<file path="src/logic/csor_pkg.sv">
// constants for the core status, option and trim register bank
package csor_pkg;
    // register file addresses
    localparam logic [4:0] CSOR_ADDR_STATUS  = 5'h03;
    localparam logic [4:0] CSOR_ADDR_TRIM    = 5'h05;
    // status bit positions
    localparam int         CSOR_ST_WAKE      = 7;
    localparam int         CSOR_ST_SPARE     = 6;
    localparam int         CSOR_ST_PAGE      = 5;
    localparam int         CSOR_ST_TIMEOUT   = 4;
    localparam int         CSOR_ST_POWERDOWN = 3;
    localparam int         CSOR_ST_ZERO      = 2;
    localparam int         CSOR_ST_DCARRY    = 1;
    localparam int         CSOR_ST_CARRY     = 0;
    // option bit positions
    localparam int         CSOR_OPT_WAKE_N   = 7;
    localparam int         CSOR_OPT_PULL_N   = 6;
    localparam int         CSOR_OPT_TCS      = 5;
    localparam int         CSOR_OPT_TSE      = 4;
    localparam int         CSOR_OPT_PSA      = 3;
    localparam int         CSOR_OPT_PS_HI    = 2;
    // trim field sits in bits 7:2 of its register
    localparam int         CSOR_TRIM_LSB     = 2;
    localparam int         CSOR_TIMER_PIN    = 2;
    localparam int         CSOR_INPUT_ONLY   = 3;
    // reset values
    localparam logic [7:0] CSOR_OPT_RST      = 8'hFF;
    localparam logic [5:0] CSOR_TRIM_RST     = 6'h20;
    localparam logic [5:0] CSOR_DIR_RST      = 6'h3F;
    // pins with pull-up and wake-on-change: 0, 1 and 3
    localparam logic [5:0] CSOR_WEAK_MASK    = 6'h0B;
    localparam logic [3:0] CSOR_DIV_ONE      = 4'h1;
    // instruction classes presented by the core
    localparam logic [2:0] CSOR_OP_MOVE      = 3'h0;
    localparam logic [2:0] CSOR_OP_ADD       = 3'h1;
    localparam logic [2:0] CSOR_OP_SUB       = 3'h2;
    localparam logic [2:0] CSOR_OP_LOGIC     = 3'h3;
    localparam logic [2:0] CSOR_OP_RRF       = 3'h4;
    localparam logic [2:0] CSOR_OP_RLF       = 3'h5;
    localparam logic [2:0] CSOR_OP_CLR       = 3'h6;

    typedef struct packed {
        logic       z_we;
        logic       dc_we;
        logic       c_we;
        logic       z;
        logic       dc;
        logic       c;
        logic [7:0] res;
    } csor_alu_t;

    typedef struct packed {
        logic [7:0] status;
        logic [7:0] option;
        logic [5:0] trim;
        logic [5:0] dir;
        logic [7:0] result;
    } csor_state_t;
endpackage

</file>
<file path="src/logic/csor_regs.sv">
// core status, option, direction and trim registers with flag logic
//
// Contract
// status as target: flags come from result only
// clear of status: upper clear, zero set
// software alters status by bit or move
// carry on add, not-borrow on subtract
// rotates load carry from lsb or msb
// option write-only, loaded from working register
// every reset sets option to all ones
// output direction disables pull-up and wake
// external timer clock forces pin 2 input
// option bit 7 low enables pin wake
// option bit 6 low enables pull-ups
// option bit 5 selects timer clock source
// option bit 4 selects timer pin edge
// option bit 3 assigns prescaler
// prescaler divides 2^(n+1) timer, 2^n watchdog
// six-bit trim, larger means faster oscillator
// wake reset flag set only by wake reset; a status write also loads it from the result
// page bit feeds pc bit 9, reset clears
// timeout, powerdown read-only, event driven
// zero flag and digit carry from result
`timescale 1ns/1ps
`default_nettype none
module csor_regs
    import csor_pkg::*;
(
    // clock, reset, enable
    input  wire logic       SYS_CLK,
    input  wire logic       SRST,
    input  wire logic       CE,
    // cause of the reset, read while SRST is high
    input  wire logic       RESET_IS_POR,
    input  wire logic       RESET_IS_WAKE,
    // instruction execution from the core
    input  wire logic       EXEC,
    input  wire logic [2:0] ALU_OP,
    input  wire logic [7:0] OPERAND_F,
    input  wire logic [7:0] OPERAND_W,
    input  wire logic       FILE_WE,
    input  wire logic [4:0] FILE_ADDR,
    input  wire logic       OPTION_LOAD,
    input  wire logic       DIR_LOAD,
    // watchdog and sleep events
    input  wire logic       WDT_CLEAR,
    input  wire logic       SLEEP_EXEC,
    input  wire logic       WDT_TIMEOUT,
    // readback and result
    output logic      [7:0] RESULT_OUT,
    output logic      [7:0] STATUS_OUT,
    output logic      [7:0] TRIM_OUT,
    // settings for pins, timer, watchdog and oscillator
    output logic      [5:0] PIN_DRIVE,
    output logic      [5:0] PULLUP_EN,
    output logic      [5:0] WAKE_EN,
    output logic            TIMER_CLK_EXT,
    output logic            TIMER_FALL_EDGE,
    output logic            PRESCALE_TO_WDT,
    output logic      [3:0] TIMER_DIV_LOG2,
    output logic      [3:0] WDT_DIV_LOG2,
    output logic            PAGE_SEL,
    output logic      [5:0] OSC_TRIM
);

    csor_state_t st_r;
    csor_state_t st_nxt;
    csor_alu_t   alu;

    // arithmetic and flag results of one instruction
    function automatic csor_alu_t alu_eval(input logic [2:0] op, input logic [7:0] f,
                                           input logic [7:0] w, input logic cin);
        csor_alu_t  a;
        logic [8:0] s9;
        logic [4:0] s5;
        a  = '0;
        s9 = '0;
        s5 = '0;
        a.res = f;
        case (op)
            CSOR_OP_ADD:
            begin
                s9 = {1'b0, f} + {1'b0, w};
                s5 = {1'b0, f[3:0]} + {1'b0, w[3:0]};
                a.res = s9[7:0];
                a.c = s9[8];
                a.dc = s5[4];
                a.z_we = 1'b1;
                a.dc_we = 1'b1;
                a.c_we = 1'b1;
            end
            CSOR_OP_SUB:
            begin
                // two's complement add: carry out is the no-borrow sense
                s9 = {1'b0, f} + {1'b0, ~w} + 9'h001;
                s5 = {1'b0, f[3:0]} + {1'b0, ~w[3:0]} + 5'h01;
                a.res = s9[7:0];
                a.c = s9[8];
                a.dc = s5[4];
                a.z_we = 1'b1;
                a.dc_we = 1'b1;
                a.c_we = 1'b1;
            end
            CSOR_OP_LOGIC:
            begin
                a.z_we = 1'b1;
            end
            CSOR_OP_RRF:
            begin
                a.res = {cin, f[7:1]};
                a.c = f[0];
                a.c_we = 1'b1;
            end
            CSOR_OP_RLF:
            begin
                a.res = {f[6:0], cin};
                a.c = f[7];
                a.c_we = 1'b1;
            end
            CSOR_OP_CLR:
            begin
                a.res = 8'h00;
                a.z_we = 1'b1;
            end
            default:
            begin
                a.res = f;
            end
        endcase
        a.z = (a.res == 8'h00);
        return a;
    endfunction

    always_comb
    begin
        logic [7:0] s;
        logic       flag_op;
        alu = alu_eval(ALU_OP, OPERAND_F, OPERAND_W, st_r.status[CSOR_ST_CARRY]);
        st_nxt = st_r;
        s = st_r.status;
        flag_op = alu.z_we | alu.dc_we | alu.c_we;
        if (SRST)
        begin
            s[CSOR_ST_WAKE] = RESET_IS_WAKE;
            s[CSOR_ST_SPARE] = 1'b0;
            s[CSOR_ST_PAGE] = 1'b0;
            if (RESET_IS_POR)
            begin
                s = '0;
                s[CSOR_ST_TIMEOUT] = 1'b1;
                s[CSOR_ST_POWERDOWN] = 1'b1;
            end
            st_nxt.status = s;
            st_nxt.option = CSOR_OPT_RST;
            st_nxt.dir = CSOR_DIR_RST;
            if (RESET_IS_POR)
            begin
                st_nxt.trim = CSOR_TRIM_RST;
                st_nxt.result = '0;
            end
        end
        else if (CE)
        begin
            if (EXEC)
            begin
                st_nxt.result = alu.res;
                if (alu.z_we)
                    s[CSOR_ST_ZERO] = alu.z;
                if (alu.dc_we)
                    s[CSOR_ST_DCARRY] = alu.dc;
                if (alu.c_we)
                    s[CSOR_ST_CARRY] = alu.c;
                if (FILE_WE && FILE_ADDR == CSOR_ADDR_STATUS)
                begin
                    // upper three bits always take the result
                    s[CSOR_ST_WAKE] = alu.res[CSOR_ST_WAKE];
                    s[CSOR_ST_SPARE] = alu.res[CSOR_ST_SPARE];
                    s[CSOR_ST_PAGE] = alu.res[CSOR_ST_PAGE];
                    // flag-updating instructions lose their write to the flags
                    if (!flag_op)
                    begin
                        s[CSOR_ST_ZERO] = alu.res[CSOR_ST_ZERO];
                        s[CSOR_ST_DCARRY] = alu.res[CSOR_ST_DCARRY];
                        s[CSOR_ST_CARRY] = alu.res[CSOR_ST_CARRY];
                    end
                end
                if (FILE_WE && FILE_ADDR == CSOR_ADDR_TRIM)
                    st_nxt.trim = alu.res[7:CSOR_TRIM_LSB];
            end
            // timeout and powerdown are never written by the file write of an instruction
            if (WDT_CLEAR)
            begin
                s[CSOR_ST_TIMEOUT] = 1'b1;
                s[CSOR_ST_POWERDOWN] = 1'b1;
            end
            if (SLEEP_EXEC)
            begin
                s[CSOR_ST_TIMEOUT] = 1'b1;
                s[CSOR_ST_POWERDOWN] = 1'b0;
            end
            if (WDT_TIMEOUT)
                s[CSOR_ST_TIMEOUT] = 1'b0;
            st_nxt.status = s;
            if (OPTION_LOAD)
                st_nxt.option = OPERAND_W;
            if (DIR_LOAD)
                st_nxt.dir = OPERAND_W[5:0];
        end
    end

    always_ff @(posedge SYS_CLK)
    begin
        st_r <= st_nxt;
    end

    // option has no read path at all
    assign RESULT_OUT = st_r.result;
    assign STATUS_OUT = st_r.status;
    assign TRIM_OUT = {st_r.trim, {CSOR_TRIM_LSB{1'b0}}};
    assign OSC_TRIM = st_r.trim;
    assign PAGE_SEL = st_r.status[CSOR_ST_PAGE];

    assign TIMER_CLK_EXT = st_r.option[CSOR_OPT_TCS];
    assign TIMER_FALL_EDGE = st_r.option[CSOR_OPT_TSE];
    assign PRESCALE_TO_WDT = st_r.option[CSOR_OPT_PSA];
    // divide ratio as a power of two, so the consumer shifts and never multiplies
    assign TIMER_DIV_LOG2 = PRESCALE_TO_WDT ? 4'h0 :
                            {1'b0, st_r.option[CSOR_OPT_PS_HI:0]} + CSOR_DIV_ONE;
    assign WDT_DIV_LOG2 = PRESCALE_TO_WDT ? {1'b0, st_r.option[CSOR_OPT_PS_HI:0]} :
                          4'h0;

    // a pin driven as output never gets pull-up or wake
    assign PULLUP_EN = {6{~st_r.option[CSOR_OPT_PULL_N]}} & st_r.dir & CSOR_WEAK_MASK;
    assign WAKE_EN = {6{~st_r.option[CSOR_OPT_WAKE_N]}} & st_r.dir & CSOR_WEAK_MASK;

    always_comb
    begin
        PIN_DRIVE = ~st_r.dir;
        PIN_DRIVE[CSOR_INPUT_ONLY] = 1'b0;
        if (TIMER_CLK_EXT)
            PIN_DRIVE[CSOR_TIMER_PIN] = 1'b0;
    end

    logic [8:0] chk_add_sum;
    logic       chk_sub_nb;
    assign chk_add_sum = {1'b0, OPERAND_F} + {1'b0, OPERAND_W};
    assign chk_sub_nb = (OPERAND_F >= OPERAND_W);
endmodule
`default_nettype wire

</file>
<file path="config.mk">
export PLATFORM = sky130hd
export DESIGN_NAME = csor_regs
export DESIGN_NICKNAME = d
export VERILOG_FILES = /design/src/logic/csor_pkg.sv /design/src/logic/csor_regs.sv
export SDC_FILE = /design/constraint.sdc
export NUM_CORES = 1
export LEC_CHECK = 0
export BUFFER_PORTS_ARGS = -buffer_cell sky130_fd_sc_hd__buf_2
export CAP_MARGIN = 25
export CORE_MARGIN = 5
export CORE_UTILIZATION = 52
export DETAILED_ROUTE_END_ITERATION = 8
export GPL_TIMING_DRIVEN = 0
export PLACE_DENSITY = 0.83
export SYNTH_ARGS = -nofsm -noshare
export SYNTH_HDL_FRONTEND = slang
export SYNTH_SLANG_ARGS = --single-unit
</file>
<file path="constraint.sdc">
create_clock -name SYS_CLK -period 3.1 [get_ports SYS_CLK]
set_clock_uncertainty 0.15 [all_clocks]
set_input_delay 0.155 -clock SYS_CLK [delete_from_list [all_inputs] [get_ports SYS_CLK]]
set_output_delay 0.155 -clock SYS_CLK [all_outputs]
set_load 0.1 [all_outputs]
</file>
# Word level (Yosys, flattened, before mapping)

Index checks and enable logic that the tools add are counted.

Memories kept: 0
Bits in latches: 0
RAM bits: 0
Memory bits (read-only): 0
Output and inout port bits: 60
Flip-flop bits (word level): 36

Mux-type cells: 30
Shift operators: 0
Reductions and logical operators: 19
Divide/modulo/power cells: 0
Add/sub/neg operators: 7
Order comparisons: 0
Eq/ne operators: 9
Multiply operators: 0
Bitwise gates (word level): 9

Operators with widths:

| cell                | count |
|---|---|
| $mux 36             | 2 |
| $pmux 8 s5          | 1 |
| $mux 8              | 4 |
| $mux 6              | 4 |
| $add 8x8->9         | 2 |
| $mux 3              | 6 |
| $reduce_and 3->1    | 4 |
| $add 4x4->5         | 2 |
| $add 9x1->9 const B | 1 |
| $eq 3x3->1 const B  | 3 |
| $and 4x4->4         | 2 |
| $logic_not 8->1     | 1 |
| $mux 1              | 8 |
| $not 8->8           | 1 |
| $reduce_bool 2->1   | 4 |
| $reduce_or 4->1     | 2 |
| $eq 3x2->1 const B  | 2 |
| $not 6->6           | 1 |
| $add 5x1->5 const B | 1 |
| $eq 5x2->1 const B  | 1 |
| $eq 5x3->1 const B  | 1 |
| $add 3x1->4 const B | 1 |
| $mux 2              | 2 |
| $mux 4              | 1 |
| other kinds (13)    | 17 |

# Longest topological paths before layout

Gate-level depths: netlist (run 1).

Word-level depth: 11
Mapped depth: 10
Mapped depth without buffers: 10

# Worst setup path before layout (run 1)

No wires, ideal clock.

Path type: register to output
Start point: reg st_r (netlist bit PRESCALE_TO_WDT)
End point: out TIMER_DIV_LOG2[1]
Arrival time: 2177 ps
Data required time: 2795 ps
Setup slack: 618 ps
Buffers on the path: 0
Stages on the path, launching flop included: 2
Cell sequence: dfxtp_1 nor2b_1

Longest elaborated chain between the ends: 1

RTL lines:

| what                   | RTL line         | RTL |
|---|---|---|
| from (decl)            | csor_regs.sv:66  | `csor_state_t st_r;` |
| from (signal assigned) | csor_regs.sv:213 | `st_r <= st_nxt;` |
| $mux 4                 | csor_regs.sv:227 | `assign TIMER_DIV_LOG2 = PRESCALE_TO_WDT ? 4'h0 :` |
| to (decl)              | csor_regs.sv:60  | `output logic [3:0] TIMER_DIV_LOG2,` |

Every way passes these cells.

==> results.sh, run 1 <==
export IMPL_status="finished, final reports clean"
export IMPL_cts_buffers_inserted=5
export IMPL_final_nets=518
export IMPL_initial_utilization=0.5276
export IMPL_report_final_slew_viol_count=0
export IMPL_htreeDepth=2
export IMPL_die_y_um=87.05
export IMPL_grt_overflow=0
export IMPL_cp_data_arrival_time_ns=2.52
export IMPL_switching_share=0.4672
export IMPL_dr_total_vias=2929
export IMPL_track_usage=0.2093
export IMPL_power_frac_seq=0.322
export IMPL_power_density_nw_per_um2=471.6
export IMPL_grt_max_degree=12
export IMPL_first_pass_iters=5
export IMPL_viasPerCell=5.444
export IMPL_synth_cell_types=65
export IMPL_ys_async_sr_fraction=0
export IMPL_p_sw_uw=823.8
export IMPL_area_growth_pct=21.12
export IMPL_max_cap_violations=0
export IMPL_synth_seq_cells=36
export IMPL_worstPathRequired_ns=2.98
export IMPL_period_share=0.8517
export IMPL_critPathMaxFanout=4
export IMPL_rsz0062_at_grt="no"
export IMPL_antenna_found_initial=0
export IMPL_drc_errors=0
export IMPL_final_util=0.6390
export IMPL_drive_gt1_frac=0.3305
export IMPL_root_buffer="clkbuf_8"
export IMPL_power_leakage_uw=0.001789
export IMPL_num_antenna_cells=0
export IMPL_grt_pass1_wl_um=12500
export IMPL_maxSlewHeadroom=0.6162
export IMPL_seq_area_frac_synth=0.3048
export IMPL_internal_power_uw=939.4
export IMPL_synth_area_um2=3087
export IMPL_ys_warnings_count=0
export IMPL_dieArea_um2=7577
export IMPL_clockPowerShare=0.197
export IMPL_combPwrFrac=0.480
export IMPL_dp_cells=530
export IMPL_setup_tns_ns=0
export IMPL_finalSetupViolCount=0
export IMPL_wl_um=8143
export IMPL_synth_ff_type="edfxtp_1"
export IMPL_cts_setup_buffers=0
export IMPL_peakVddDrop_mv=0.3139
export IMPL_critPathKind="primary input to flip-flop"
export IMPL_drt_iter0_drc=207
export IMPL_cts_sinks=36
export IMPL_fin_crit_ns=2.640
export IMPL_hold_viol=0
export IMPL_clk_latency_ns=0.28
export IMPL_first_global_vias=2574
export IMPL_fp_row_count=28
export IMPL_io_buffers=85
export IMPL_cts_hold_buffers=0
export IMPL_syn_inst=360
export IMPL_io_pins=96
export IMPL_ant_nets=0
export IMPL_cts_tree="done"
export IMPL_hp_class="primary input to flip-flop"
export IMPL_routedWlPerCell_um=15.14
export IMPL_final_cells=538
export IMPL_cts_resized=0
export IMPL_fmaxAchievable_mhz=378.7
export IMPL_worst_pin_slew_ns=0.5685
export IMPL_dpl_hpwl_um=6615
export IMPL_die_x_um=87.05
export IMPL_worstSetupEndpointType="flip-flop"
export IMPL_coreArea_um2=5851
export IMPL_synth_edf_count=22
export IMPL_synth_area_per_cell_um2=8.574
export IMPL_cts_max_path_buffers=2
export IMPL_gp_congestion=0.9236
export IMPL_start_kind="primary input"
export IMPL_path_clk_slew_ns=0.08
[state kept, by name, indices dropped and copies added, names as in the netlist]
signal           flops
st_r                11
RESULT_OUT           8
STATUS_OUT           8
OSC_TRIM             6
PRESCALE_TO_WDT      1
TIMER_CLK_EXT        1
TIMER_FALL_EDGE      1
[power groups by stage]
stage,logic [µW],registers (µW),clock network (µW)
5_1_grt,890,573,372
6_report,847,568,348
2_1_floorplan,670,602,0
4_1_cts,843,569,348
3_5_place_dp,841,579,0
3_3_place_gp,835,578,0
[worst max-delay path: stages]
cell	delay, ns
buf_2	0.12
inv_1	0.17
ha_1	0.31
nor2b_1	0.12
o21ai_1	0.08
o311ai_0	0.50
a211oi_1	0.24
or4_1	0.45
a22oi_2	0.25
o32ai_1	0.12
[synthesized netlist by cell type (all sizes together) (5+ instances only)]
| library cell | instances | area (µm²) |
|---|---|---|
| nor2b | 13 | 83.83 |
| dfxtp | 14 | 280.3 |
| and2 | 6 | 37.54 |
| a21oi | 14 | 70.07 |
| edfxtp | 22 | 660.6 |
| o211ai | 5 | 37.54 |
| clkbuf | 8 | 30.03 |
| a211oi | 6 | 45.04 |
| buf | 47 | 347.8 |
| a211o | 16 | 140.1 |
| ha | 18 | 225.2 |
| nor2 | 38 | 145.1 |
| a21o | 7 | 52.55 |
| o21ai | 19 | 95.09 |
| nand2b | 5 | 31.28 |
| nand2 | 28 | 105.1 |
| inv | 23 | 86.33 |
[kinds of logic after synthesis]
| family | after synthesis | share of synthesized area |
|---|---|---|
| multiplexers | 3 | 0.01054 |
| XOR/XNOR | 3 | 0.008514 |
| AO/OA/AOI/OAI | 107 | 0.2562 |
| adder cells (fa/ha/maj) | 20 | 0.08594 |
| other | 1 | 0.001215 |
| AND/OR/NAND/NOR | 112 | 0.1824 |
| flip-flops | 36 | 0.3048 |
| buffers and inverters | 78 | 0.1504 |
[through the flow]
step / power (µW) / hold WS, ns / setup WS (ns) / instance area (µm²)
after global routing: 1835 / 0.05129 / 0.2281 / 3739
after CTS: 1760 / 0.04099 / 0.4476 / 3739
after detailed placement: 1420 / 0.2985 / 0.1378 / 3645
after floorplan: 1272 / 0.1910 / 0.6176 / 3120
final: 1763 / 0.04171 / 0.4597 / 3739
after global placement: 1412 / 0.2960 / 0.1283 / 3640
[cells in the final DEF (no fill, tap or decap), drive strengths merged, types with 3 or more instances in the layout]
master   count
nor2b       13
clkbuf      15
o21a         4
nand2b       5
edfxtp      22
a2bb2oi      4
a21o         7
nor2        38
nand2       28
conb        10
o211ai       5
a21oi       14
nand3        4
o21ai       19
a211oi       6
ha          18
dfxtp       14
a31oi        4
buf        133
nor3         3
o21bai       3
a211o       16
a32oi        3
and2         6
inv         23
a221oi       3
[worst paths after layout]
kind              slack (ns)  cells after the start         endpoint             from
setup / recovery        0.46                     10    STATUS_OUT[2]     OPERAND_W[1]
hold / removal          0.04                      2    STATUS_OUT[3]       SLEEP_EXEC
setup reg to reg        0.88                      7    STATUS_OUT[2]    STATUS_OUT[0]
hold reg to reg         0.31                      1  TIMER_FALL_EDGE  TIMER_FALL_EDGE
[final cells by class]
cell class / instances / area (µm²)
repair buffers: 86 / 430.4
flip-flops and latches: 36 / 940.9
clock inverters: 1 / 7.507
inverters: 23 / 86.33
fillers: 511 / 2112
clock buffers: 7 / 86.33
plain buffers: 55 / 377.9
multi-input cells: 255 / 1715
well taps: 75 / 93.84
[routing by layer]
metal	track usage	share of wire	vias to the layer above	wire length, µm
met4	0.07224	0.025	0	204
met5	0	0	-	0
met1	0.2663	0.41	1339	3326
met2	0.3582	0.49	123	3974
met3	0.03406	0.078	15	638
li1	-	-	1452	-
Note: power is estimated with default switching activity, not from simulation.
==> run 2: changes to the inputs <==
--- a/config.mk
+++ b/config.mk
@@ -6,12 +6,13 @@
 export NUM_CORES = 1
 export LEC_CHECK = 0
 export BUFFER_PORTS_ARGS = -buffer_cell sky130_fd_sc_hd__buf_2
-export CAP_MARGIN = 25
+export CAP_MARGIN = 20
 export CORE_MARGIN = 5
-export CORE_UTILIZATION = 52
+export CORE_UTILIZATION = 40
 export DETAILED_ROUTE_END_ITERATION = 8
 export GPL_TIMING_DRIVEN = 0
-export PLACE_DENSITY = 0.83
+export PLACE_DENSITY = 0.67
+export SLEW_MARGIN = 25
 export SYNTH_ARGS = -nofsm -noshare
 export SYNTH_HDL_FRONTEND = slang
 export SYNTH_SLANG_ARGS = --single-unit
==> results.sh, run 2 (synthesized netlist as in run 1, its figures left out) <==
export IMPL_cts_hold_buffers=0
export IMPL_drc_errors=0
export IMPL_worst_path_largest_cell_delay_ns=0.56
export IMPL_finalSetupViolCount=0
export IMPL_hp_class="primary input to flip-flop"
export IMPL_critPathMaxFanout=4
export IMPL_final_cells=564
export IMPL_fin_crit_ns=2.754
export IMPL_fillers=771
export IMPL_worst_pin_slew_ns=0.7147
export IMPL_root_buffer="clkbuf_8"
export IMPL_htreeDepth=2
export IMPL_wl_um=8490
export IMPL_power_frac_seq=0.326
export IMPL_maxSlewHeadroom=0.5183
export IMPL_path_clk_slew_ns=0.07
export IMPL_cp_top_family="compound AO/OA/AOI/OAI gates"
export IMPL_finalPower_uw=1744
export IMPL_rsz0062_at_grt="no"
export IMPL_viasPerCell=5.101
export IMPL_setup_tns_ns=0
export IMPL_first_pass_iters=4
export IMPL_cp_data_arrival_time_ns=2.62
export IMPL_report_final_slew_viol_count=0
export IMPL_final_util=0.4954
export IMPL_clk_latency_ns=0.28
export IMPL_r2r_setup_slack_ns=0.80
export IMPL_hold_viol=0
export IMPL_coreArea_um2=7607
export IMPL_critPathCapture="STATUS_OUT[2]"
export IMPL_internal_power_uw=915.2
export IMPL_dr_total_vias=2877
export IMPL_crit_start="OPERAND_W[1]"
export IMPL_largest_register_ff_count=11
export IMPL_critPathKind="primary input to flip-flop"
export IMPL_io_buffers=85
export IMPL_die_y_um=97.85
export IMPL_dp_cells=556
export IMPL_cts_resized=0
export IMPL_worstPathRequired_ns=2.96
export IMPL_cts_tree="done"
export IMPL_cts_max_path_buffers=2
export IMPL_worstSetupEndpointType="flip-flop"
export IMPL_power_density_nw_per_um2=462.8
export IMPL_dpl_hpwl_um=6993
export IMPL_ant_nets=0
export IMPL_combPwrFrac=0.485
export IMPL_clockPowerShare=0.189
export IMPL_drt_iter0_drc=130
export IMPL_fp_row_count=32
export IMPL_cts_buffers_inserted=5
export IMPL_final_nets=517
export IMPL_gp_congestion=0.9571
export IMPL_peakVddDrop_mv=0.3221
export IMPL_cts_sinks=36
export IMPL_switching_share=0.4753
export IMPL_routedWlPerCell_um=15.05
export IMPL_cts_setup_buffers=0
export IMPL_r2r_start="STATUS_OUT[0]"
export IMPL_initial_utilization=0.4058
export IMPL_status="finished, final reports clean"
export IMPL_top_register="st_r"
export IMPL_critical_path_cell_count=10
export IMPL_grt_overflow=0
export IMPL_fmaxAchievable_mhz=363.1
export IMPL_power_leakage_uw=0.001792
export IMPL_max_cap_violations=0
export IMPL_drive_gt1_frac=0.3333
export IMPL_antenna_found_initial=0
export IMPL_period_share=0.8885
export IMPL_start_kind="primary input"
export IMPL_num_antenna_cells=0
export IMPL_first_global_vias=2753
export IMPL_area_growth_pct=22.09
export IMPL_io_pins=96
export IMPL_final_common_cell="buf_2"
export IMPL_grt_pass1_wl_um=13410
export IMPL_path_cells="buf_2 -> inv_1 -> ha_1 -> nor2b_1 -> o21ai_1 -> o311ai_0 -> a211oi_1 -> or4_1 -> a22oi_2 -> o32ai_1"
export IMPL_track_usage=0.1695
export IMPL_die_x_um=97.85
export IMPL_rr_endpoint="STATUS_OUT[2]"
export IMPL_critPathBufInv=2
export IMPL_cp_slowest_cell="o311ai_0"
export IMPL_worstRegToRegCells=7
export IMPL_grt_max_degree=13
export IMPL_mostFrequentLayoutCells="buf_2, buf_4, nor2_1"
export IMPL_p_sw_uw=828.9
export IMPL_dieArea_um2=9574
==> run 2: per-layer routing <==
| layer | part of all wire | track usage | wire length, µm |
|---|---|---|---|
| met1 | 0.44 | 0.2104 | 3708 |
| met2 | 0.49 | 0.2948 | 4124 |
| met3 | 0.063 | 0.04214 | 532 |
| met4 | 0.015 | 0.04153 | 124 |
| met5 | 0 | 0 | 0 |
==> run 2: power groups by stage <==
stage / logic, µW / registers, µW / clock network (µW)
detailed placement: 844 / 580 / 0
global route: 893 / 574 / 354
global placement: 836 / 579 / 0
finish: 846 / 569 / 329
floorplan: 670 / 602 / 0
CTS: 846 / 569 / 335
==> run 2: stage by stage <==
stage	instance area [µm²]	hold slack, ns	worst slack, ns
after floorplan	3120	0.1910	0.6176
after global placement	3674	0.2961	0.1622
after detailed placement	3681	0.2982	0.1031
after CTS	3769	0.03297	0.3991
after global routing	3769	0.03691	0.2032
final	3769	0.03969	0.3458
==> run 2: area by class of cell <==
| cell class | instances | area [µm²] | area share |
|---|---|---|---|
| multi-input combinational | 255 | 1723 | 0.4572 |
| clock buffer | 5 | 68.82 | 0.01826 |
| clock inverter | 3 | 18.77 | 0.004980 |
| tap | 102 | 127.6 | 0.03386 |
| buffer | 55 | 377.9 | 0.1003 |
| sequential | 36 | 940.9 | 0.2497 |
| timing repair buffer | 85 | 425.4 | 0.1129 |
| inverter | 23 | 86.33 | 0.02291 |
==> run 2: worst min path at each step <==
| stage | from | cells past startpoint | to | slack [ns] |
|---|---|---|---|---|
| CTS | WDT_TIMEOUT | 2 | STATUS_OUT[4] | 0.03 |
| finish | WDT_TIMEOUT | 2 | STATUS_OUT[4] | 0.04 |
| global placement | st_r[12] | 1 | st_r[12] | 0.30 |
| global route | WDT_TIMEOUT | 2 | STATUS_OUT[4] | 0.04 |
| detailed placement | TIMER_FALL_EDGE | 1 | TIMER_FALL_EDGE | 0.30 |
| floorplan | CE | 1 | OSC_TRIM[5] | 0.19 |
